$ cat config.mk
export PLATFORM = sky130hd
export DESIGN_NAME = drbc_top
export DESIGN_NICKNAME = d
export VERILOG_FILES = /design/src/hw/drbc_top.v /design/src/hw/drbc_chan.v
export VERILOG_INCLUDE_DIRS = /design/src /design/src/hw
export SDC_FILE = /design/constraint.sdc
export NUM_CORES = 1
export LEC_CHECK = 0
export ABC_AREA = 0
export BUFFER_PORTS_ARGS = -buffer_cell sky130_fd_sc_hd__buf_2
export CORE_MARGIN = 8
export CORE_UTILIZATION = 53
export CTS_CLUSTER_SIZE = 20
export DETAILED_ROUTE_END_ITERATION = 12
export PLACE_DENSITY = 0.75
export SYNTH_ARGS = -nofsm -noshare
export SYNTH_HDL_FRONTEND = slang
export SYNTH_SLANG_ARGS = --single-unit
$ cat constraint.sdc
create_clock -name mclk_i -period 2.6 [get_ports mclk_i]
set_input_delay 0.52 -clock mclk_i [delete_from_list [all_inputs] [get_ports mclk_i]]
set_output_delay 0.52 -clock mclk_i [all_outputs]
set_load 0.01 [all_outputs]
$ cat src/hw/drbc_consts.vh
/*
  Constants for the DMA request and burst control block: register byte
  offsets, field positions, reset values and timing counts.
  Assumes it is included by bare name from design files under hw/.
*/
// How it works
// - Byte strobes follow unit size and bus width.
// - Four-bit trigger select per channel; zero prohibited.
// - Peripheral requests arrive with their interrupt timing.
// - Software request bit sets the channel request flag.
// - Software request bit self-clears once flag set.
// - Request pin sets flag when external trigger chosen.
// - Accept only when enable and flag both set.
// - Reset clears enables; software programs then enables.
// - Mode bit: burst at zero, cycle steal at one.
// - Burst owner blocks other channels until finished.
// - Sense bit: edge or level, pin source, burst.
// - Falling pin edge sets flag in edge mode.
// - Edge flag cleared by disable, software, done, terminate.
// - Bus priority: refresh, hold, DMA, then CPU.
// - Higher request pauses after cycle, resumes later.
// - After burst, bus returns to CPU first.
// - Level mode flag simply follows pin low.
// - Pin high mid-burst stops, enable stays set.
// - Pin low again resumes at next address.
// - Whole completion clears enable, frees bus.
// - Method bit: two-cycle at zero, single-cycle one.
// - Unit bit: sixteen bits at zero, eight one.
// - Fixed priority: channel zero highest, three lowest.
`ifndef DRBC_CONSTS_VH
`define DRBC_CONSTS_VH

// Register byte offsets on the 32-bit register bus.
`define DRBC_OFS_GLOBAL   8'h00
`define DRBC_OFS_STATUS   8'h04
`define DRBC_OFS_MODE0    8'h10
`define DRBC_OFS_CTRL0    8'h20
`define DRBC_OFS_COUNT0   8'h30

// Global control fields: software request bits 8 through 11.
`define DRBC_GLB_SWREQ_LSB 8

// Channel mode fields.
`define DRBC_MODE_UNIT8    0
`define DRBC_MODE_ONECYC   1
`define DRBC_MODE_STEAL    2

// Channel control fields.
`define DRBC_CTL_SRC_LSB   0
`define DRBC_CTL_SENSE     4
`define DRBC_CTL_FLAG      5
`define DRBC_CTL_ENABLE    6

// Trigger source codes.
`define DRBC_SRC_PIN       4'h1
`define DRBC_SRC_SOFT      4'h2

// Reset values.
`define DRBC_RST_MODE      8'h00
`define DRBC_RST_CTRL      8'h00

// Bus cycle length of one DMA transfer cycle, in clocks.
`define DRBC_CYCLE_CLKS    2

`endif

$ cat src/hw/drbc_top.v
/*
  DMA request and burst control: four channels of request flags, channel
  acceptance, burst and cycle-steal arbitration, bus ownership against
  refresh and hold, and byte-lane strobes, with an AXI4-Lite register bus.
  Assumes every input is synchronous to mclk_i; the bus cycle engine that
  moves data is outside and reports each cycle's end on cycle_end_i.
*/
// The address map and the AXI4-Lite slave port were chosen for this implementation.
`timescale 1ns/1ps
`default_nettype none
`include "drbc_consts.vh"

module drbc_top #(
  parameter NCH = 4  // Number of channels.
) (
  input  wire              mclk_i,                   // System clock, 100 MHz.
  input  wire              reset_n_i,                // Asynchronous active-low reset.
  input  wire [7:0]        s_axi_awaddr,             // Write address.
  input  wire              s_axi_awvalid,            // Write address valid.
  output reg               s_axi_awready,            // Write address ready.
  input  wire [31:0]       s_axi_wdata,              // Write data.
  input  wire [3:0]        s_axi_wstrb,              // Write byte strobes.
  input  wire              s_axi_wvalid,             // Write data valid.
  output reg               s_axi_wready,             // Write data ready.
  output reg  [1:0]        s_axi_bresp,              // Write response.
  output reg               s_axi_bvalid,             // Write response valid.
  input  wire              s_axi_bready,             // Write response ready.
  input  wire [7:0]        s_axi_araddr,             // Read address.
  input  wire              s_axi_arvalid,            // Read address valid.
  output reg               s_axi_arready,            // Read address ready.
  output reg  [31:0]       s_axi_rdata,              // Read data.
  output reg  [1:0]        s_axi_rresp,              // Read response.
  output reg               s_axi_rvalid,             // Read data valid.
  input  wire              s_axi_rready,             // Read data ready.
  input  wire [NCH-1:0]    channel_request_pin_n_i,  // Request pins, active low.
  input  wire              terminate_transfer_pin_n_i, // Terminate pin, active low.
  input  wire [12:0]       periph_req_i,             // Shared peripheral pulses.
  input  wire              refresh_req_i,            // DRAM refresh wants the bus.
  input  wire              hold_req_i,               // External hold wants the bus.
  input  wire              bus_width8_i,             // External bus is 8 bits wide.
  input  wire              addr_odd_i,               // Current address is odd.
  input  wire              cycle_end_i,              // Current bus cycle ends.
  output reg               refresh_grant_o,          // Bus granted to refresh.
  output reg               hold_grant_o,             // Bus granted to hold.
  output reg               dma_grant_o,              // Bus granted to DMA.
  output reg               cpu_grant_o,              // Bus granted to CPU.
  output reg  [1:0]        active_ch_o,              // Channel being served.
  output reg               one_cycle_o,              // Single-cycle method active.
  output reg               low_byte_strobe_n_o,      // Low byte-lane strobe.
  output reg               high_byte_strobe_n_o      // High byte-lane strobe.
);

  localparam ST_IDLE  = 2'b00;  // CPU owns the bus, nothing accepted.
  localparam ST_XFER  = 2'b01;  // DMA runs transfer cycles.
  localparam ST_PAUSE = 2'b10;  // Bus lent to refresh or hold.
  localparam ST_BACK  = 2'b11;  // One bus cycle back to the CPU.

  // Register state per channel, then the arbiter state.
  reg  [7:0]  mode_q   [0:NCH-1];   // Channel mode registers.
  reg  [3:0]  src_q    [0:NCH-1];   // Trigger selection.
  reg         sense_q  [0:NCH-1];   // Level sensing when set.
  reg  [15:0] count_q  [0:NCH-1];   // Remaining transfer units.
  reg  [NCH-1:0] enable_q;          // Channel enable bits.
  reg  [NCH-1:0] swreq_q;           // Software request bits.
  reg  [1:0]  state_q;              // Arbiter state.
  reg  [1:0]  owner_q;              // Channel holding the bus.

  wire [NCH-1:0] flag;              // Request flags from the channels.
  wire [NCH-1:0] ready;             // Flag and enable both set.
  wire           wr_go;             // Write address and data both offered.
  wire [3:0]     wr_idx;            // Low nibble of write offset.
  wire [3:0]     wr_grp;            // Register group of write offset.
  wire           other_bus;         // Refresh or hold wants the bus.
  wire           burst;             // Owner runs in burst mode.
  wire           owner_lvl;         // Owner is level sensed.
  wire           last_unit;         // Current cycle moves the last unit.
  wire           term;              // Terminate pin sampled low.
  wire [1:0]     pick;              // Highest ready channel.

  // Fixed priority pick, channel zero highest.
  function [1:0] prio;
    input [3:0] r;
    begin
      if (r[0])      prio = 2'd0;
      else if (r[1]) prio = 2'd1;
      else if (r[2]) prio = 2'd2;
      else           prio = 2'd3;
    end
  endfunction

  // Offset decode shared by the read and write paths.
  function valid_ofs;
    input [7:0] a;
    begin
      valid_ofs = (a == `DRBC_OFS_GLOBAL) || (a == `DRBC_OFS_STATUS) ||
                  ((a[7:4] >= 4'h1) && (a[7:4] <= 4'h3) && (a[3:0] < 4'hD) &&
                   (a[1:0] == 2'b00));
    end
  endfunction

  assign ready     = flag & enable_q;
  assign pick      = prio(ready);
  assign other_bus = refresh_req_i | hold_req_i;
  assign burst     = ~mode_q[owner_q][`DRBC_MODE_STEAL];
  assign owner_lvl = sense_q[owner_q] & burst &
                     (src_q[owner_q] == `DRBC_SRC_PIN);
  assign last_unit = (count_q[owner_q] == 16'h0001);
  assign term      = ~terminate_transfer_pin_n_i & (state_q == ST_XFER);
  assign wr_go     = s_axi_awvalid & s_axi_wvalid & ~s_axi_bvalid;
  assign wr_idx    = s_axi_awaddr[3:0];
  assign wr_grp    = s_axi_awaddr[7:4];

  // One flag engine per channel.
  genvar g;
  generate
    for (g = 0; g < NCH; g = g + 1) begin : g_ch
      drbc_chan u_chan (
        .mclk_i       (mclk_i),
        .reset_n_i    (reset_n_i),
        .src_sel_i    (src_q[g]),
        .level_i      (sense_q[g]),
        .steal_i      (mode_q[g][`DRBC_MODE_STEAL]),
        .enable_i     (enable_q[g]),
        .req_pin_n_i  (channel_request_pin_n_i[g]),
        .sw_req_i     (swreq_q[g]),
        .periph_req_i (periph_req_i),
        .flag_wr_i    (wr_go && wr_grp == 4'h2 && wr_idx == g * 4),
        .flag_wdata_i (s_axi_wdata[`DRBC_CTL_FLAG]),
        .done_i       (state_q == ST_XFER && owner_q == g &&
                       cycle_end_i && last_unit),
        .term_i       (term && owner_q == g),
        .steal_take_i (state_q == ST_XFER && owner_q == g &&
                       mode_q[g][`DRBC_MODE_STEAL] && cycle_end_i),
        .flag_o       (flag[g])
      );
    end
  endgenerate

  // Register writes, enable handling and the transfer counter. Both AXI
  // write channels are taken together in one cycle, so order never matters.
  integer i;
  always @(posedge mclk_i or negedge reset_n_i) begin
    if (!reset_n_i) begin
      for (i = 0; i < NCH; i = i + 1) begin
        mode_q[i]  <= `DRBC_RST_MODE;
        src_q[i]   <= 4'h0;
        sense_q[i] <= 1'b0;
        count_q[i] <= 16'h0000;
      end
      enable_q      <= {NCH{1'b0}};
      swreq_q       <= {NCH{1'b0}};
      s_axi_awready <= 1'b0;
      s_axi_wready  <= 1'b0;
      s_axi_bvalid  <= 1'b0;
      s_axi_bresp   <= 2'b00;
    end else begin
      s_axi_awready <= 1'b0;
      s_axi_wready  <= 1'b0;
      if (s_axi_bvalid && s_axi_bready) begin
        s_axi_bvalid <= 1'b0;
      end
      // Software request bits self-clear once the flag stands.
      for (i = 0; i < NCH; i = i + 1) begin
        if (flag[i]) begin
          swreq_q[i] <= 1'b0;
        end
      end
      // Transfer bookkeeping: count down and drop enable on completion
      // or forced termination; a level-sensed pause leaves it alone.
      if (state_q == ST_XFER && cycle_end_i) begin
        count_q[owner_q] <= count_q[owner_q] - 16'h0001;
        if (last_unit) begin
          enable_q[owner_q] <= 1'b0;
        end
      end
      if (term) begin
        enable_q[owner_q] <= 1'b0;
      end
      if (wr_go && !s_axi_awready) begin
        s_axi_awready <= 1'b1;
        s_axi_wready  <= 1'b1;
        s_axi_bvalid  <= 1'b1;
        s_axi_bresp   <= valid_ofs(s_axi_awaddr) ? 2'b00 : 2'b10;
        if (s_axi_awaddr == `DRBC_OFS_GLOBAL && s_axi_wstrb[1]) begin
          swreq_q <= swreq_q | s_axi_wdata[`DRBC_GLB_SWREQ_LSB +: NCH];
        end
        for (i = 0; i < NCH; i = i + 1) begin
          if (wr_idx == i * 4 && s_axi_wstrb[0]) begin
            if (wr_grp == 4'h1) begin
              mode_q[i] <= s_axi_wdata[7:0];
            end
            if (wr_grp == 4'h2) begin
              src_q[i]    <= s_axi_wdata[3:0];
              sense_q[i]  <= s_axi_wdata[`DRBC_CTL_SENSE];
              enable_q[i] <= s_axi_wdata[`DRBC_CTL_ENABLE];
            end
          end
          if (wr_idx == i * 4 && wr_grp == 4'h3 && s_axi_wstrb[1:0] == 2'b11) begin
            count_q[i] <= s_axi_wdata[15:0];
          end
        end
      end
    end
  end

  // Register reads.
  always @(posedge mclk_i or negedge reset_n_i) begin
    if (!reset_n_i) begin
      s_axi_arready <= 1'b0;
      s_axi_rvalid  <= 1'b0;
      s_axi_rdata   <= 32'h00000000;
      s_axi_rresp   <= 2'b00;
    end else begin
      s_axi_arready <= 1'b0;
      if (s_axi_rvalid && s_axi_rready) begin
        s_axi_rvalid <= 1'b0;
      end
      if (s_axi_arvalid && !s_axi_rvalid && !s_axi_arready) begin
        s_axi_arready <= 1'b1;
        s_axi_rvalid  <= 1'b1;
        s_axi_rresp   <= valid_ofs(s_axi_araddr) ? 2'b00 : 2'b10;
        s_axi_rdata   <= 32'h00000000;
        case (s_axi_araddr[7:4])
          4'h0: begin
            if (s_axi_araddr[3:0] == 4'h0)
              s_axi_rdata <= {20'h00000, swreq_q, 8'h00};
            else if (s_axi_araddr[3:0] == 4'h4)
              s_axi_rdata <= {24'h000000, 1'b0, state_q, owner_q, 3'b000} |
                             {28'h0000000, flag};
          end
          4'h1: s_axi_rdata <= {24'h000000, mode_q[s_axi_araddr[3:2]]};
          4'h2: s_axi_rdata <= {25'h0000000, enable_q[s_axi_araddr[3:2]],
                                flag[s_axi_araddr[3:2]], sense_q[s_axi_araddr[3:2]],
                                src_q[s_axi_araddr[3:2]]};
          4'h3: s_axi_rdata <= {16'h0000, count_q[s_axi_araddr[3:2]]};
          default: s_axi_rdata <= 32'h00000000;
        endcase
      end
    end
  end

  // Bus ownership arbiter. Refresh and hold outrank DMA, DMA outranks CPU.
  always @(posedge mclk_i or negedge reset_n_i) begin
    if (!reset_n_i) begin
      state_q <= ST_IDLE;
      owner_q <= 2'd0;
    end else begin
      case (state_q)
        ST_IDLE: begin
          if (!other_bus && ready != {NCH{1'b0}}) begin
            state_q <= ST_XFER;
            owner_q <= pick;
          end
        end
        ST_XFER: begin
          if (term || !enable_q[owner_q]) begin
            state_q <= ST_BACK;
          end else if (cycle_end_i) begin
            if (last_unit) begin
              state_q <= ST_BACK;
            end else if (other_bus) begin
              state_q <= ST_PAUSE;
            end else if (!burst) begin
              // Cycle steal: re-arbitrate at each cycle end.
              if (ready != {NCH{1'b0}}) owner_q <= pick;
              else state_q <= ST_BACK;
            end else if (owner_lvl && channel_request_pin_n_i[owner_q]) begin
              state_q <= ST_BACK;
            end
            // Otherwise burst holds the owner.
          end
        end
        ST_PAUSE: begin
          if (!other_bus) begin
            state_q <= ST_XFER;
          end
        end
        ST_BACK: begin
          if (cycle_end_i) begin
            state_q <= ST_IDLE;
          end
        end
        default: state_q <= ST_IDLE;
      endcase
    end
  end

  // Grant and strobe outputs, all registered.
  always @(posedge mclk_i or negedge reset_n_i) begin
    if (!reset_n_i) begin
      refresh_grant_o      <= 1'b0;
      hold_grant_o         <= 1'b0;
      dma_grant_o          <= 1'b0;
      cpu_grant_o          <= 1'b1;
      active_ch_o          <= 2'd0;
      one_cycle_o          <= 1'b0;
      low_byte_strobe_n_o  <= 1'b1;
      high_byte_strobe_n_o <= 1'b1;
    end else begin
      refresh_grant_o <= refresh_req_i;
      hold_grant_o    <= hold_req_i & ~refresh_req_i;
      dma_grant_o     <= ~other_bus & (state_q == ST_XFER);
      cpu_grant_o     <= ~other_bus & (state_q != ST_XFER);
      active_ch_o     <= owner_q;
      one_cycle_o     <= (state_q == ST_XFER) & mode_q[owner_q][`DRBC_MODE_ONECYC];
      low_byte_strobe_n_o  <= 1'b1;
      high_byte_strobe_n_o <= 1'b1;
      // Strobes only while the DMA side holds the bus grant.
      if (state_q == ST_XFER && !other_bus && mode_q[owner_q][`DRBC_MODE_ONECYC]) begin
        if (bus_width8_i) begin
          low_byte_strobe_n_o <= 1'b0;
        end else if (!mode_q[owner_q][`DRBC_MODE_UNIT8]) begin
          low_byte_strobe_n_o  <= 1'b0;
          high_byte_strobe_n_o <= 1'b0;
        end else begin
          low_byte_strobe_n_o  <= addr_odd_i;
          high_byte_strobe_n_o <= ~addr_odd_i;
        end
      end
    end
  end

endmodule // drbc_top
`default_nettype wire

$ cat src/hw/drbc_chan.v
/*
  One DMA channel's request flag logic: trigger selection, edge or level
  sensing, software request and the flag clearing conditions.
  Assumes all inputs are synchronous to mclk_i and that the parent
  decides acceptance and completion.
*/
`timescale 1ns/1ps
`default_nettype none
`include "drbc_consts.vh"

module drbc_chan (
  input  wire        mclk_i,        // System clock.
  input  wire        reset_n_i,     // Asynchronous active-low reset.
  input  wire [3:0]  src_sel_i,     // Trigger selection code.
  input  wire        level_i,       // One selects level sensing.
  input  wire        steal_i,       // One selects cycle-steal mode.
  input  wire        enable_i,      // Channel enable bit.
  input  wire        req_pin_n_i,   // Channel request pin, active low.
  input  wire        sw_req_i,      // Software request bit for this channel.
  input  wire [12:0] periph_req_i,  // Peripheral pulses for codes 3 to 15.
  input  wire        flag_wr_i,     // Software writes the flag this cycle.
  input  wire        flag_wdata_i,  // Value written to the flag.
  input  wire        done_i,        // Whole transfer completed.
  input  wire        term_i,        // Terminate pin low during own transfer.
  input  wire        steal_take_i,  // Cycle-steal transfer cycle ended.
  output wire        flag_o         // Request flag.
);

  reg  pin_prev_q;  // Last sampled pin level for falling-edge detection.
  reg  en_prev_q;   // Last enable value; only its falling edge clears.
  reg  flag_q;      // Request flag.
  reg  flag_d;      // Next request flag.
  wire fall;        // Falling edge on request pin.
  wire set_ev;      // Event that sets the flag.
  wire lvl_mode;    // Level sensing actually in force.

  assign fall     = pin_prev_q & ~req_pin_n_i;
  assign lvl_mode = level_i & ~steal_i &
                    (src_sel_i == `DRBC_SRC_PIN);

  // Peripheral pulses already carry their interrupt timing, so they pass
  // straight through; code zero selects nothing.
  assign set_ev = ((src_sel_i == `DRBC_SRC_PIN) & fall) |
                  ((src_sel_i == `DRBC_SRC_SOFT) & sw_req_i) |
                  ((src_sel_i > `DRBC_SRC_SOFT) &
                   periph_req_i[src_sel_i - 4'h3]);

  // Next flag: clears apply first, so a set in the same cycle wins.
  always @* begin
    flag_d = flag_q;
    if (lvl_mode) begin
      flag_d = ~req_pin_n_i;
    end else begin
      // A flag may be set while the channel is disabled; only the act of
      // clearing the enable bit throws it away.
      if ((en_prev_q && !enable_i) || done_i || term_i || steal_take_i) begin
        flag_d = 1'b0;
      end
      if (flag_wr_i && !flag_wdata_i) begin
        flag_d = 1'b0;
      end
      if (flag_wr_i && flag_wdata_i) begin
        flag_d = 1'b1;
      end
      if (set_ev) begin
        flag_d = 1'b1;
      end
    end
  end

  // Flag and pin history registers.
  always @(posedge mclk_i or negedge reset_n_i) begin
    if (!reset_n_i) begin
      flag_q     <= 1'b0;
      pin_prev_q <= 1'b1;
      en_prev_q  <= 1'b0;
    end else begin
      flag_q     <= flag_d;
      pin_prev_q <= req_pin_n_i;
      en_prev_q  <= enable_i;
    end
  end

  assign flag_o = flag_q;

endmodule // drbc_chan
`default_nettype wire

; ---- Word level (Yosys, flattened, before mapping)
; Index checks and enable logic that the tools add are counted.
[op_classes]
muxes = 128
eq_ne = 42
n_lt_le_gt_ge = 20
n_addsub = 5
bitwise_logic = 64
n_reduce_logical = 126
[ops]
columns = cell, n
row1 = 16-bit 2-to-1 mux, 9
row2 = 64-bit 2-to-1 mux, 2
row3 = 32-bit one-hot mux with 4 select lines, 1
row4 = 1-bit logical AND, 72
row5 = 16-bit binary-select mux with 2-bit select, 2
row6 = 64-bit bitwise mux, 1
row7 = 1-bit 2-to-1 mux, 58
row8 = 2-bit 2-to-1 mux, 21
row9 = 4-bit 2-to-1 mux, 10
row10 = 1-bit bitwise AND, 33
row11 = 8-bit binary-select mux with 2-bit select, 2
row12 = 16-bit demux with 2-bit select, 1
row13 = 4-bit by 2-bit == test with 1-bit output (second input constant), 8
row14 = 4-bit by 1-bit == test with 1-bit output (second input constant), 7
row15 = 3-bit AND reduction, 8
row16 = 4-bit by 5-bit < comparator with 1-bit output (second input constant), 4
row17 = 5-bit nonzero test, 4
row18 = 1-bit logical OR, 17
row19 = 1-bit binary-select mux with 4-bit select, 4
row20 = 4-bit binary-select mux with 2-bit select, 2
row21 = 16-bit by 1-bit == test with 1-bit output (second input constant), 1
row22 = 8-bit by 3-bit == test with 1-bit output (second input constant), 2
row23 = 4-bit by 2-bit greater-than comparator with 1-bit output (second input constant), 4
row24 = 8-bit zero test, 2
row25 = other kinds (40), 110
[totals]
register_bits = 189
elab_cells = 432
output_inout_bits = 50
input_bits = 82

; ---- Longest topological paths before layout
; Gate-level depths: netlist of the first run.
[logic_depth]
word_depth = 15
depth_mapped = 11
depth_no_buf = 8

; ---- By module
; From an unflattened synthesis of the first run, not the netlist that was laid out.
[hier_totals]
cells_unflattened = 936
hier_area_um2 = 10141.0
[by_module_without_submodules]
columns = mod, n_inst, seq_area_each_um2, area_each_um2, cells_per_inst
row1 = drbc_top, 1, 3982.6, 8774.7, 792
row2 = drbc_chan, 4, 76.3, 341.6, 36

; ---- Worst setup path before layout of the first run
; OpenSTA, ideal clock, no wires.
[synth_path]
path_kind = input to register
from = input s_axi_awaddr[5]
to = register src_q[15] (netlist bit)
setup_ns = 0.125
arrival_ns = 2.520
n_path_buf = 1
path_slack_ns = -0.044
required_ns = 2.475
stages = 6
path_cell_list = buf_2 -> nor4b_1 -> nand4_1 -> or3b_2 -> nor2_2 -> mux2_2
[synth_between]
elab_chain_cells = 2
[synth_rtl]
columns = element, line_no
row1 = start: declaration, drbc_top.v:18  ; input wire [7:0] s_axi_awaddr,
row2 = 4-bit by 2-bit == test with 1-bit output, drbc_top.v:192  ; if (wr_grp == 4'h2) begin
row3 = 3-bit AND reduction (no source line), n/a
row4 = end signal: indexed assignment, drbc_top.v:193  ; src_q[i] <= s_axi_wdata[3:0];
row5 = end: declaration, drbc_top.v:60  ; reg [3:0] src_q [0:NCH-1];
; Every way passes these cells.
; A chain may end at the register's enable or synchronous reset.

; ---- Final worst setup path of the first run
[layout_path]
from = register owner_q[0]
to = register count_q[11] (netlist bit)
[layout_between]
elab_chain_cells = 9
word_cells_on_any_way = 14
cone_classes = add/sub (1) / order compare (2) / mux (9) / bitwise (1) / reduce/logical (1)
[layout_rtl]
columns = element, line_no
row1 = start: declaration, drbc_top.v:66  ; reg [1:0] owner_q;
row2 = start signal: assignment, drbc_top.v:252  ; owner_q <= pick;
row3 = start signal: assignment, drbc_top.v:265  ; if (ready != {NCH{1'b0}}) owner_q <= pick;
row4 = 2-bit inverter with 3-bit output (implied by the code) *, drbc_top.v:171  ; count_q[owner_q] <= count_q[owner_q] - 16'h0001;
row5 = 16-bit binary-select mux with 2-bit select (tied with other cells), drbc_top.v:171
row6 = 16-bit 2-to-1 mux (implied by the code) or 1-bit logical AND (tied branches), drbc_top.v:171
row7 = 16-bit 2-to-1 mux (implied by the code), drbc_top.v:171
row8 = 16-bit by 1-bit subtractor with 16-bit output or 16-bit demux with 2-bit select (tied branches), drbc_top.v:171
row9 = 64-bit bitwise mux *, drbc_top.v:171
row10 = 64-bit 2-to-1 mux *, drbc_top.v:170  ; if (state_q == ST_XFER && cycle_end_i) begin
row11 = 16-bit 2-to-1 mux, drbc_top.v:198  ; if (wr_idx == i * 4 && wr_grp == 4'h3 && s_axi_wstrb[1:0] == 2'b11) begin
row12 = 64-bit 2-to-1 mux *, drbc_top.v:179  ; if (wr_go && !s_axi_awready) begin
row13 = end signal: indexed assignment, drbc_top.v:171
row14 = end signal: indexed assignment, drbc_top.v:199  ; count_q[i] <= s_axi_wdata[15:0];
row15 = end: declaration, drbc_top.v:62  ; reg [15:0] count_q [0:NCH-1];
; Every way passes the cells marked *; elsewhere a longest branch is shown, timed or not. The select of a mux whose other input is x is not followed.

==> results of run 1 <==
-- cell families (layout without fill, tap and decap cells) --
group | count (synthesis) | count (layout) | share of synthesized area
xor+xnor | 18 | 18 | 0.0184
other cells | 1 | 18 | 0.000367
compound gates | 227 | 227 | 0.144
flops | 171 | 171 | 0.420
buf+inv | 104 | 224 | 0.0475
simple gates | 273 | 273 | 0.134
mux | 140 | 140 | 0.219
fa+ha+maj | 14 | 14 | 0.0172
-- final cells by class --
cell class	count	area, sq um	area share
timing repair buffer	163	1170	0.0960
inverter	29	109	0.00896
clock inverter	14	161	0.0133
tap	260	325	0.0268
sequential	171	4290	0.353
clock buffer	18	429	0.0353
multi-input combinational	690	5670	0.467
-- cell usage after synthesis, types with 5 or more instances --
| master | number | share of area |
|---|---|---|
| o31ai_1 | 6 | 0.0044 |
| nand3_1 | 13 | 0.0064 |
| xnor2_1 | 8 | 0.0069 |
| nand4_1 | 10 | 0.0061 |
| nor4_1 | 5 | 0.0031 |
| a22oi_1 | 23 | 0.017 |
| mux4_2 | 62 | 0.14 |
| o22ai_1 | 5 | 0.0031 |
| mux2i_1 | 34 | 0.033 |
| dfrtp_1 | 164 | 0.40 |
| clkbuf_1 | 45 | 0.017 |
| xor2_1 | 6 | 0.0051 |
| ha_1 | 14 | 0.017 |
| inv_1 | 29 | 0.011 |
| nand2b_1 | 11 | 0.0067 |
| nor2_1 | 80 | 0.029 |
| nor3b_1 | 6 | 0.0044 |
| dfstp_2 | 7 | 0.018 |
| a22o_1 | 6 | 0.0051 |
| a21o_1 | 31 | 0.023 |
| nor3_1 | 14 | 0.0069 |
| a21oi_1 | 44 | 0.022 |
| o21ai_1 | 19 | 0.0093 |
| nor2b_1 | 6 | 0.0037 |
| o21ai_0 | 42 | 0.021 |
| nand2_1 | 87 | 0.032 |
| mux2_2 | 44 | 0.049 |
| a211oi_1 | 26 | 0.019 |
| buf_1 | 5 | 0.0018 |
| and3_1 | 6 | 0.0037 |
| buf_4 | 19 | 0.014 |
-- state kept, by name, indices dropped and copies added, names as in the netlist, 2 cells and up --
register / count
g_ch.u_chan.pin_prev_q: 4
count_q: 64
g_ch.u_chan.flag_o: 4
g_ch.u_chan.en_prev_q: 4
sense_q: 4
mode_q: 32
active_ch_o: 2
src_q: 16
owner_q: 2
enable_q: 4
s_axi_rdata: 16
state_q: 2
swreq_q: 4
-- per-stage QoR --
stage	worst slack [ns]	utilization	setup TNS [ns]	power (mW)	area (sq um)
3_5_place_dp	-0.0249	0.600	-0.0249	5.32	11300
3_3_place_gp	0.0238	0.600	0	5.26	11300
5_1_grt	-0.138	0.645	-3.33	8.51	12200
4_1_cts	0.00838	0.632	0	7.91	11900
2_1_floorplan	0.0584	-	0	4.59	10300
6_report	-0.0578	0.645	-0.318	8.21	12200
-- how the worst max path moves through the flow --
| stage | startpoint | endpoint | slack, ns | cells past startpoint |
|---|---|---|---|---|
| after floorplan | owner_q[0] | enable_q[2] | 0.06 | 11 |
| after global placement | owner_q[0] | enable_q[2] | 0.02 | 8 |
| after detailed placement | owner_q[0] | enable_q[2] | -0.02 | 8 |
| after CTS | owner_q[0] | count_q[31] | 0.008 | 7 |
| after global routing | owner_q[0] | count_q[37] | -0.14 | 9 |
| final | owner_q[0] | count_q[11] | -0.06 | 9 |
-- critical path: stages, from the launching register on --
cell,delay (ns)
dfrtp_2,0.50
buf_6,0.13
mux4_2,0.55
buf_4,0.18
nor4_4,0.27
buf_6,0.18
nand4b_1,0.16
xnor2_2,0.29
mux2i_1,0.16
o21ai_1,0.16
-- where the power goes --
group	switching [mW]	leakage, nW	internal [mW]
combinational	1.35	2.95	1.12
sequential	0.223	2.22	2.92
clock	1.16	0.278	1.44
total	2.73	5.45	5.48
-- what timing repair did --
item,in CTS,in global routing
buffers inserted,0,9
setup endpoints to repair,2,39
pin swaps,0,11
gates cloned,0,1
resized for setup,1,33
-- per-layer routing --
metal,track usage,share of wire
met5,0,0.00032
met4,0.0840,0.029
met3,0.0619,0.12
met2,0.381,0.46
met1,0.347,0.40
==> flow_summary.json, run 1 <==
{
  "outcome": "complete, but fails checks",
  "violations": "setup timing",
  "clk_pin_slew_ns": 0.07,
  "grt_pass1_vias": 8324,
  "cp.required_ns": 2.96,
  "reg2reg_from": "owner_q[0]",
  "hold_viol": 0,
  "cts_sinks": 171,
  "overflow": 0,
  "worstReg2RegEnd": "count_q[11]",
  "tightest_slew_ns": 0.711,
  "clockBufferDepth": 2,
  "postRouteAntennaNets": 0,
  "startpoint_type": "register",
  "cts_tree": "done",
  "gp_congestion": 0.929,
  "max_cap_violations": 0,
  "htreeDepth": 4,
  "holdWs_ns": 0.0467,
  "drive_above_1_share": 0.329,
  "criticalPathCategory": "reg2reg",
  "slew_violations": 0,
  "hpwl_microns": 21300,
  "cts_buffers": 17,
  "arrival_ns": 3.02,
  "synthArstFlopShare": 1.00,
  "power.leakage_nw": 5.45,
  "wl_per_cell_microns": 23.0,
  "final_common_cell": "dfrtp_1",
  "ctsRootBufferMaster": "clkbuf_16",
  "grt_max_degree": 59,
  "worst_skew_pair.late_latency_ns": 0.44,
  "dp.cells": 1303,
  "num_vias": 8641,
  "worst-r2r-setup-slack_ns": -0.06,
  "start_util": 0.542,
  "cts_hold_buf": 0,
  "final_cell_mix": "163 x dfrtp_1, 94 x buf_2, 87 x nand2_1",
  "die_x_microns": 155,
  "power_density_nw_per_um2": 676,
  "stdcell_count": 1345,
  "grtUsageTotal": 0.251,
  "grt_first_pass_wirelength_microns": 46800,
  "fillers": 1403,
  "vdd_drop_max_uv": 535,
  "worstSetupEndpointType": "register",
  "syn_area_per_cell_sq_um": 10.8,
  "fin_ws_ns": -0.0578,
  "slew_headroom": 0.525,
  "die_y_microns": 155,
  "diodes": 0,
  "synth_edf_count": 0,
  "port_buffers": 95,
  "drc": 0,
  "syn_inst": 948,
  "synthDistinctLibCells": 64,
  "yosys_warnings": 0,
  "fin_skew_ns": 0.0114,
  "viasPerCell": 6.42,
  "synth_area_sq_um": 10200,
  "grt_setup_unrepaired": "yes",
  "drtIter0Drc": 1091,
  "setup_violations": 16,
  "nets": 1168,
  "rr_worst_depth": 9,
  "fmax_mhz": 376,
  "antenna_found_initial": 1,
  "seq_area_frac_synth": 0.420,
  "syn2layout_area_growth_pct": 19.0,
  "io_pins": 132,
  "wirelength_microns": 30900,
  "yosys_register_bits": 171,
  "dieArea_sq_um": 24000,
  "dr.pass1.iters": 5,
  "hp-class": "in2async",
  "coreArea_sq_um": 18800,
  "period_share": 1.02,
  "row_count": 50,
  "cp_max_fo": 6,
  "ys.flop_type": "dfrtp_1",
  "fin_crit_ns": 2.66
}
Power figures use the tool's default switching activity.
==> run 2: changes to the inputs <==
--- a/config.mk
+++ b/config.mk
@@ -6,13 +6,13 @@
 export SDC_FILE = /design/constraint.sdc
 export NUM_CORES = 1
 export LEC_CHECK = 0
-export ABC_AREA = 0
+export ABC_AREA = 1
 export BUFFER_PORTS_ARGS = -buffer_cell sky130_fd_sc_hd__buf_2
 export CORE_MARGIN = 8
-export CORE_UTILIZATION = 53
+export CORE_UTILIZATION = 54
 export CTS_CLUSTER_SIZE = 20
 export DETAILED_ROUTE_END_ITERATION = 12
-export PLACE_DENSITY = 0.75
+export PLACE_DENSITY = 0.76
 export SYNTH_ARGS = -nofsm -noshare
 export SYNTH_HDL_FRONTEND = slang
 export SYNTH_SLANG_ARGS = --single-unit
==> run 2 against run 1 <==
  * The run now ends clean
  * Synthesized cell count rose by 61%
  * Routed wire length rose by 17%
  * Sequential share of layout area fell by 0.27 points
  * Synthesized area rose by 4.9%
  * Clock power rose by 3%
  * Cell area rose by 0.80%
  * Critical path type unchanged
  * Largest power group unchanged
==> flow_summary.json, run 2 <==
{
  "die_x_microns": 157,
  "synth_most_common_cell": "nand2_1",
  "synth_edf_count": 0,
  "pwr-share-comb": 0.276,
  "worstReg2RegEnd": "count_q[14]",
  "criticalPathCategory": "reg2reg",
  "grt_first_pass_wirelength_microns": 56500,
  "drtIter0Drc": 1351,
  "htreeDepth": 4,
  "syn_area_per_cell_sq_um": 7.03,
  "wirelength_microns": 36200,
  "yosys_warnings": 0,
  "wl_per_cell_microns": 19.0,
  "largest_register_ffs": 64,
  "ys.flop_type": "dfrtp_1",
  "path_cells": "buf_4, nand2_1, o22ai_1, nor2_2, ha_1, inv_1, nor2_4, nand2_2, nor2_4, nand2_1, nand2_1, nand3_1, nand2_1, o21ai_0",
  "coreArea_sq_um": 19500,
  "cp.required_ns": 2.90,
  "antenna_found_initial": 0,
  "postRouteAntennaNets": 0,
  "startpoint_type": "register",
  "synth_compound_area_frac": 0.210,
  "grtUsageTotal": 0.299,
  "synthDistinctLibCells": 50,
  "worstSetupEndpointType": "register",
  "synth_top_family_by_area": "simple AND/OR/NAND/NOR gates",
  "dp.cells": 1870,
  "grt_pass1_vias": 10475,
  "syn2layout_area_growth_pct": 14.4,
  "start_util": 0.550,
  "seq_area_frac_synth": 0.401,
  "critPathMaxStageDelay_ns": 0.48,
  "cp_max_fo": 8,
  "diodes": 0,
  "dp_slack_ns": 0.138,
  "nets": 1721,
  "drc": 0,
  "fin_ws_ns": 0.181,
  "clock_power_share": 0.340,
  "cts_tree": "done",
  "cts_sinks": 171,
  "synthArstFlopShare": 1.00,
  "die_y_microns": 157,
  "top_register": "count_q",
  "swShare": 0.357,
  "hold_viol": 0,
  "holdWs_ns": 0.0259,
  "vdd_drop_max_uv": 484,
  "clockBufferDepth": 2,
  "gp_congestion": 0.990,
  "fin_skew_ns": 0.0108,
  "final_core_util": 0.629,
  "worst_skew_pair.late_latency_ns": 0.44,
  "seq_power_share": 0.384,
  "switchingPower_mw": 2.80,
  "slew_headroom": 0.456,
  "worst-r2r-setup-slack_ns": 0.18,
  "setup_violations": 0,
  "crit_start": "owner_q[1]",
  "io_pins": 132,
  "synth_area_leaders": "dfrtp_1 38%, nand2_1 14%, o21ai_0 9.0%",
  "intPower_mw": 5.05,
  "drive_above_1_share": 0.145,
  "power.leakage_nw": 5.97,
  "tightest_slew_ns": 0.815,
  "synth_top_area_frac": 0.383,
  "fin_area_sq_um": 12300,
  "grt_max_degree": 54,
  "rr_worst_depth": 14,
  "clk_pin_slew_ns": 0.07,
  "synthAdderAreaFrac": 0.0164,
  "finalPower_mw": 7.85,
  "synthSimpleGateAreaFrac": 0.258,
  "final_cell_mix": "396 x nand2_1, 193 x o21ai_0, 162 x dfrtp_1",
  "grt_setup_unrepaired": "no",
  "ctsRootBufferMaster": "clkbuf_16",
  "overflow": 0,
  "register_area_sq_um": 4290,
  "cp-endpoint": "count_q[14]",
  "fin_crit_ns": 2.42,
  "hpwl_microns": 26300,
  "synth_area_sq_um": 10700,
  "placed_cell_area_sq_um": 11600,
  "synth_common_cells": "396 x nand2_1, 193 x o21ai_0, 164 x dfrtp_1",
  "synth-xor-area-share": 0.0144,
  "period_share": 0.930,
  "arrival_ns": 2.72,
  "port_buffers": 95,
  "synthMuxAreaShare": 0,
  "fillers": 1760,
  "critPathMostFrequentCell": "nand2_1",
  "slew_violations": 0,
  "max_cap_violations": 0,
  "tns_ns": 0,
  "top_regs": "count_q x64, mode_q x32",
  "cts_buffers": 17,
  "power_density_nw_per_um2": 641,
  "yosys.area.top_type": "dfrtp_1",
  "hp-class": "in2async",
  "dr.pass1.iters": 6,
  "crit_slowest_cell": "dfrtp_2",
  "outcome": "complete, no violations",
  "final_common_cell": "nand2_1",
  "stdcell_count": 1903,
  "reg2reg_from": "owner_q[1]",
  "num_vias": 11163,
  "yosys_register_bits": 171,
  "viasPerCell": 5.87,
  "row_count": 51,
  "syn_inst": 1522,
  "dieArea_sq_um": 24600,
  "cts_hold_buf": 0,
  "multi_input_area_sq_um": 5420,
  "fmax_mhz": 413
}
[run 2: kinds of logic (layout without fill, tap and decap cells)]
group | count (synthesis) | after routing
simple gates | 661 | 661
fa+ha+maj | 14 | 14
flops | 171 | 171
compound gates | 405 | 405
xor+xnor | 15 | 15
buf+inv | 255 | 354
other cells | 1 | 18
[run 2: power groups by stage]
stage / combinational [mW] / sequential [mW] / clock (mW)
2_1_floorplan: 1.39 / 3.04 / 0
3_3_place_gp: 2.03 / 3.04 / 0
3_5_place_dp: 2.07 / 3.06 / 0
4_1_cts: 2.09 / 3.01 / 2.68
5_1_grt: 2.38 / 3.04 / 2.79
6_report: 2.17 / 3.02 / 2.67
[run 2: layout make-up]
type,instances,area share
Clock buffer,19,0.0370
Multi-Input combinational cell,1113,0.442
Timing Repair Buffer,153,0.0790
Clock inverter,13,0.0125
Tap cell,265,0.0271
Sequential cell,171,0.350
Inverter,169,0.0520
[run 2: worst min path at each step]
stage	slack (ns)	from	cells past startpoint	end
2_1_floorplan	0.22	reset_n_i	0	active_ch_o[0]
3_3_place_gp	0.42	enable_q[3]	0	g_ch[3].u_chan.en_prev_q
3_5_place_dp	0.44	enable_q[3]	0	g_ch[3].u_chan.en_prev_q
4_1_cts	0.05	reset_n_i	1	src_q[4]
5_1_grt	0.05	reset_n_i	1	src_q[4]
6_report	0.03	reset_n_i	1	src_q[4]
[run 2: worst max-delay path: cells and delay by family, from the launching register on]
family / cells / cell delay [ns]
simple gates: 9 / 1.07
flops: 1 / 0.48
buf+inv: 2 / 0.32
fa+ha+maj: 1 / 0.23
compound gates: 2 / 0.18
[run 2: timing repair]
item | CTS | global route
buffers inserted | 0 | 1
gates resized for setup | 0 | 4
endpoints found under the setup margin | 0 | 16
endpoints found under the hold margin | 0 | 0
[run 2: layer usage]
metal  track usage  part of all wire  up-vias
met3        0.0896              0.13      106
li1              -                 -     5210
met1         0.404              0.41     5167
met4         0.108             0.033        0
met2         0.446              0.42      680
met5             0                 0        -
==> run 3: changes to the inputs <==
==> constraint.sdc (replaced) <==
create_clock -name mclk_i -period 2.2 [get_ports mclk_i]
set_input_delay 0.44 -clock mclk_i [delete_from_list [all_inputs] [get_ports mclk_i]]
set_output_delay 0.44 -clock mclk_i [all_outputs]
set_load 0.01 [all_outputs]
==> run 3 against run 2 <==
  * The flow now finishes with violations (setup timing)
  * Flip-flop and latch count unchanged
  * Combinational power up 65%
  * Clock skew up 0.0021 ns
  * Total power up 31%
  * Cell count up 3.9%
  * Setup slack worse by 0.29 ns
  * Sequential share of layout area down 2.9 points
  * Fmax up 4.8%
  * Die area unchanged
==> flow_summary.json, run 3 (synthesis gave the netlist of run 2 again) <==
{
  "postRouteAntennaNets": 0,
  "hpwl_microns": 27600,
  "grtUsageTotal": 0.309,
  "gp_congestion": 0.978,
  "syn2layout_area_growth_pct": 24.7,
  "worstReg2RegEnd": "count_q[14]",
  "fin_area_sq_um": 13300,
  "min-delay-start": "channel_request_pin_n_i[1]",
  "pwr-share-comb": 0.346,
  "switchingPower_mw": 3.71,
  "antenna_found_initial": 0,
  "final_core_util": 0.686,
  "fmax_mhz": 433,
  "cp_max_fo": 8,
  "hp-class": "in2reg",
  "outcome": "complete, but fails checks",
  "power_density_nw_per_um2": 773,
  "seq_power_share": 0.344,
  "arrival_ns": 2.61,
  "coreArea_sq_um": 19500,
  "placed_cell_area_sq_um": 12100,
  "cts_tree": "done",
  "die_y_microns": 157,
  "intPower_mw": 6.60,
  "io_pins": 132,
  "startpoint_type": "register",
  "grt_first_pass_wirelength_microns": 58700,
  "criticalPathCategory": "reg2reg",
  "top_register": "count_q",
  "fin_skew_ns": 0.0129,
  "swShare": 0.360,
  "drive_above_1_share": 0.227,
  "fin_crit_ns": 2.31,
  "cp.required_ns": 2.50,
  "register_area_sq_um": 4290,
  "clock_power_share": 0.310,
  "clockBufferDepth": 2,
  "final_common_cell": "nand2_1",
  "power.leakage_nw": 6.43,
  "multi_input_area_sq_um": 5870,
  "cts_sinks": 171,
  "dr.pass1.iters": 9,
  "max_cap_violations": 0,
  "port_buffers": 95,
  "violations": "setup timing",
  "tightest_slew_ns": 0.749,
  "nets": 1795,
  "setup_violations": 35,
  "wirelength_microns": 38400,
  "wl_per_cell_microns": 19.4,
  "die_x_microns": 157,
  "drtIter0Drc": 1535,
  "holdWs_ns": 0.118,
  "hold_depth": 1,
  "rr_worst_depth": 14,
  "row_count": 51,
  "whs_endpoint": "g_ch[1].u_chan.pin_prev_q",
  "reg2reg_from": "owner_q[0]",
  "period_share": 1.05,
  "worst_skew_pair.late_latency_ns": 0.45,
  "fillers": 1575,
  "grt_max_degree": 54,
  "htreeDepth": 4,
  "worstSetupEndpointType": "register",
  "largest_register_ffs": 64,
  "viasPerCell": 5.93,
  "top_regs": "count_q x64, mode_q x32",
  "worst-r2r-setup-slack_ns": -0.11,
  "drc": 0,
  "slew_violations": 0,
  "start_util": 0.550,
  "diodes": 0,
  "dieArea_sq_um": 24600,
  "grt_pass1_vias": 10786,
  "slew_headroom": 0.500,
  "clk_pin_slew_ns": 0.07,
  "hold_viol": 0,
  "num_vias": 11714,
  "grt_setup_unrepaired": "yes",
  "fin_ws_ns": -0.109,
  "final_cell_mix": "362 x nand2_1, 170 x o21ai_0, 162 x dfrtp_1",
  "cts_buffers": 17,
  "vdd_drop_max_uv": 587,
  "overflow": 0,
  "ctsRootBufferMaster": "clkbuf_16"
}
run 3: cell count changes in the layout (fill, tap and decap cells not counted), sizes merged:
| cell | change |
|---|---|
| clkinv | -1 |
| clkbuf | +1 |
| clkinvlp | -1 |
| dlygate4sd3 | +1 |
| inv | +1 |
| buf | +73 |
run 3: worst max-delay path by stage:
stage	from	endpoint	slack, ns	cells after the start
finish	owner_q[0]	count_q[14]	-0.11	14
global route	owner_q[0]	count_q[55]	-0.18	13
CTS	owner_q[0]	count_q[46]	-0.05	14
detailed placement	owner_q[0]	owner_q[0]	-0.13	15
global placement	owner_q[0]	owner_q[0]	-0.07	15
floorplan	owner_q[1]	count_q[30]	0.15	16
run 3: routing by layer:
metal / GRT usage / wire length [microns] / up-vias / part of all wire
li1: - / - / 5368 / -
met4: 0.114 / 1380 / 0 / 0.036
met5: 0 / 0 / - / 0
met1: 0.424 / 15600 / 5475 / 0.41
met2: 0.458 / 16500 / 752 / 0.43
met3: 0.0838 / 4890 / 119 / 0.13
run 3: cell type report:
cell class                 count  share of cell area
inverter                     169              0.0481
clock inverter                12              0.0112
clock buffer                  20              0.0350
sequential                   171               0.321
multi-input combinational   1113               0.439
timing repair buffer         227               0.120
tap                          265              0.0248
run 3: what timing repair did:
item	in CTS	in global routing
gates cloned	0	0
pin swaps	9	27
hold buffers	1	0
endpoints found under the setup margin	58	57
buffers inserted	4	10
resized for setup	17	130
endpoints found under the hold margin	35	0
run 3: power by group through the flow:
stage	clock network (mW)	registers [mW]	logic, mW
2_1_floorplan	0	3.59	1.64
3_3_place_gp	0	3.58	2.82
3_5_place_dp	0	3.59	2.86
4_1_cts	3.22	3.53	3.02
5_1_grt	3.34	3.57	3.87
6_report	3.20	3.54	3.57
run 3: per-stage QoR:
stage	std cells	TNS [ns]	setup slack, ns	power (mW)
finish	1977	-1.50	-0.109	10.3
global route	1977	-5.37	-0.183	10.8
CTS	1967	-0.127	-0.0532	9.77
detailed placement	1930	-3.78	-0.134	6.45
global placement	1930	-0.976	-0.0743	6.40
floorplan	1539	0	0.149	5.23
run 3: worst max-delay path, stage by stage (launching register included):
cell	delay, ns
dfrtp_2	0.53
buf_6	0.18
nand2_8	0.08
o22ai_1	0.10
nor2_1	0.17
ha_2	0.22
inv_2	0.05
nor2_4	0.13
nand2_2	0.09
nor2_4	0.20
nand2_2	0.09
nand2_4	0.09
nand3_2	0.07
nand2_1	0.07
o21ai_1	0.07
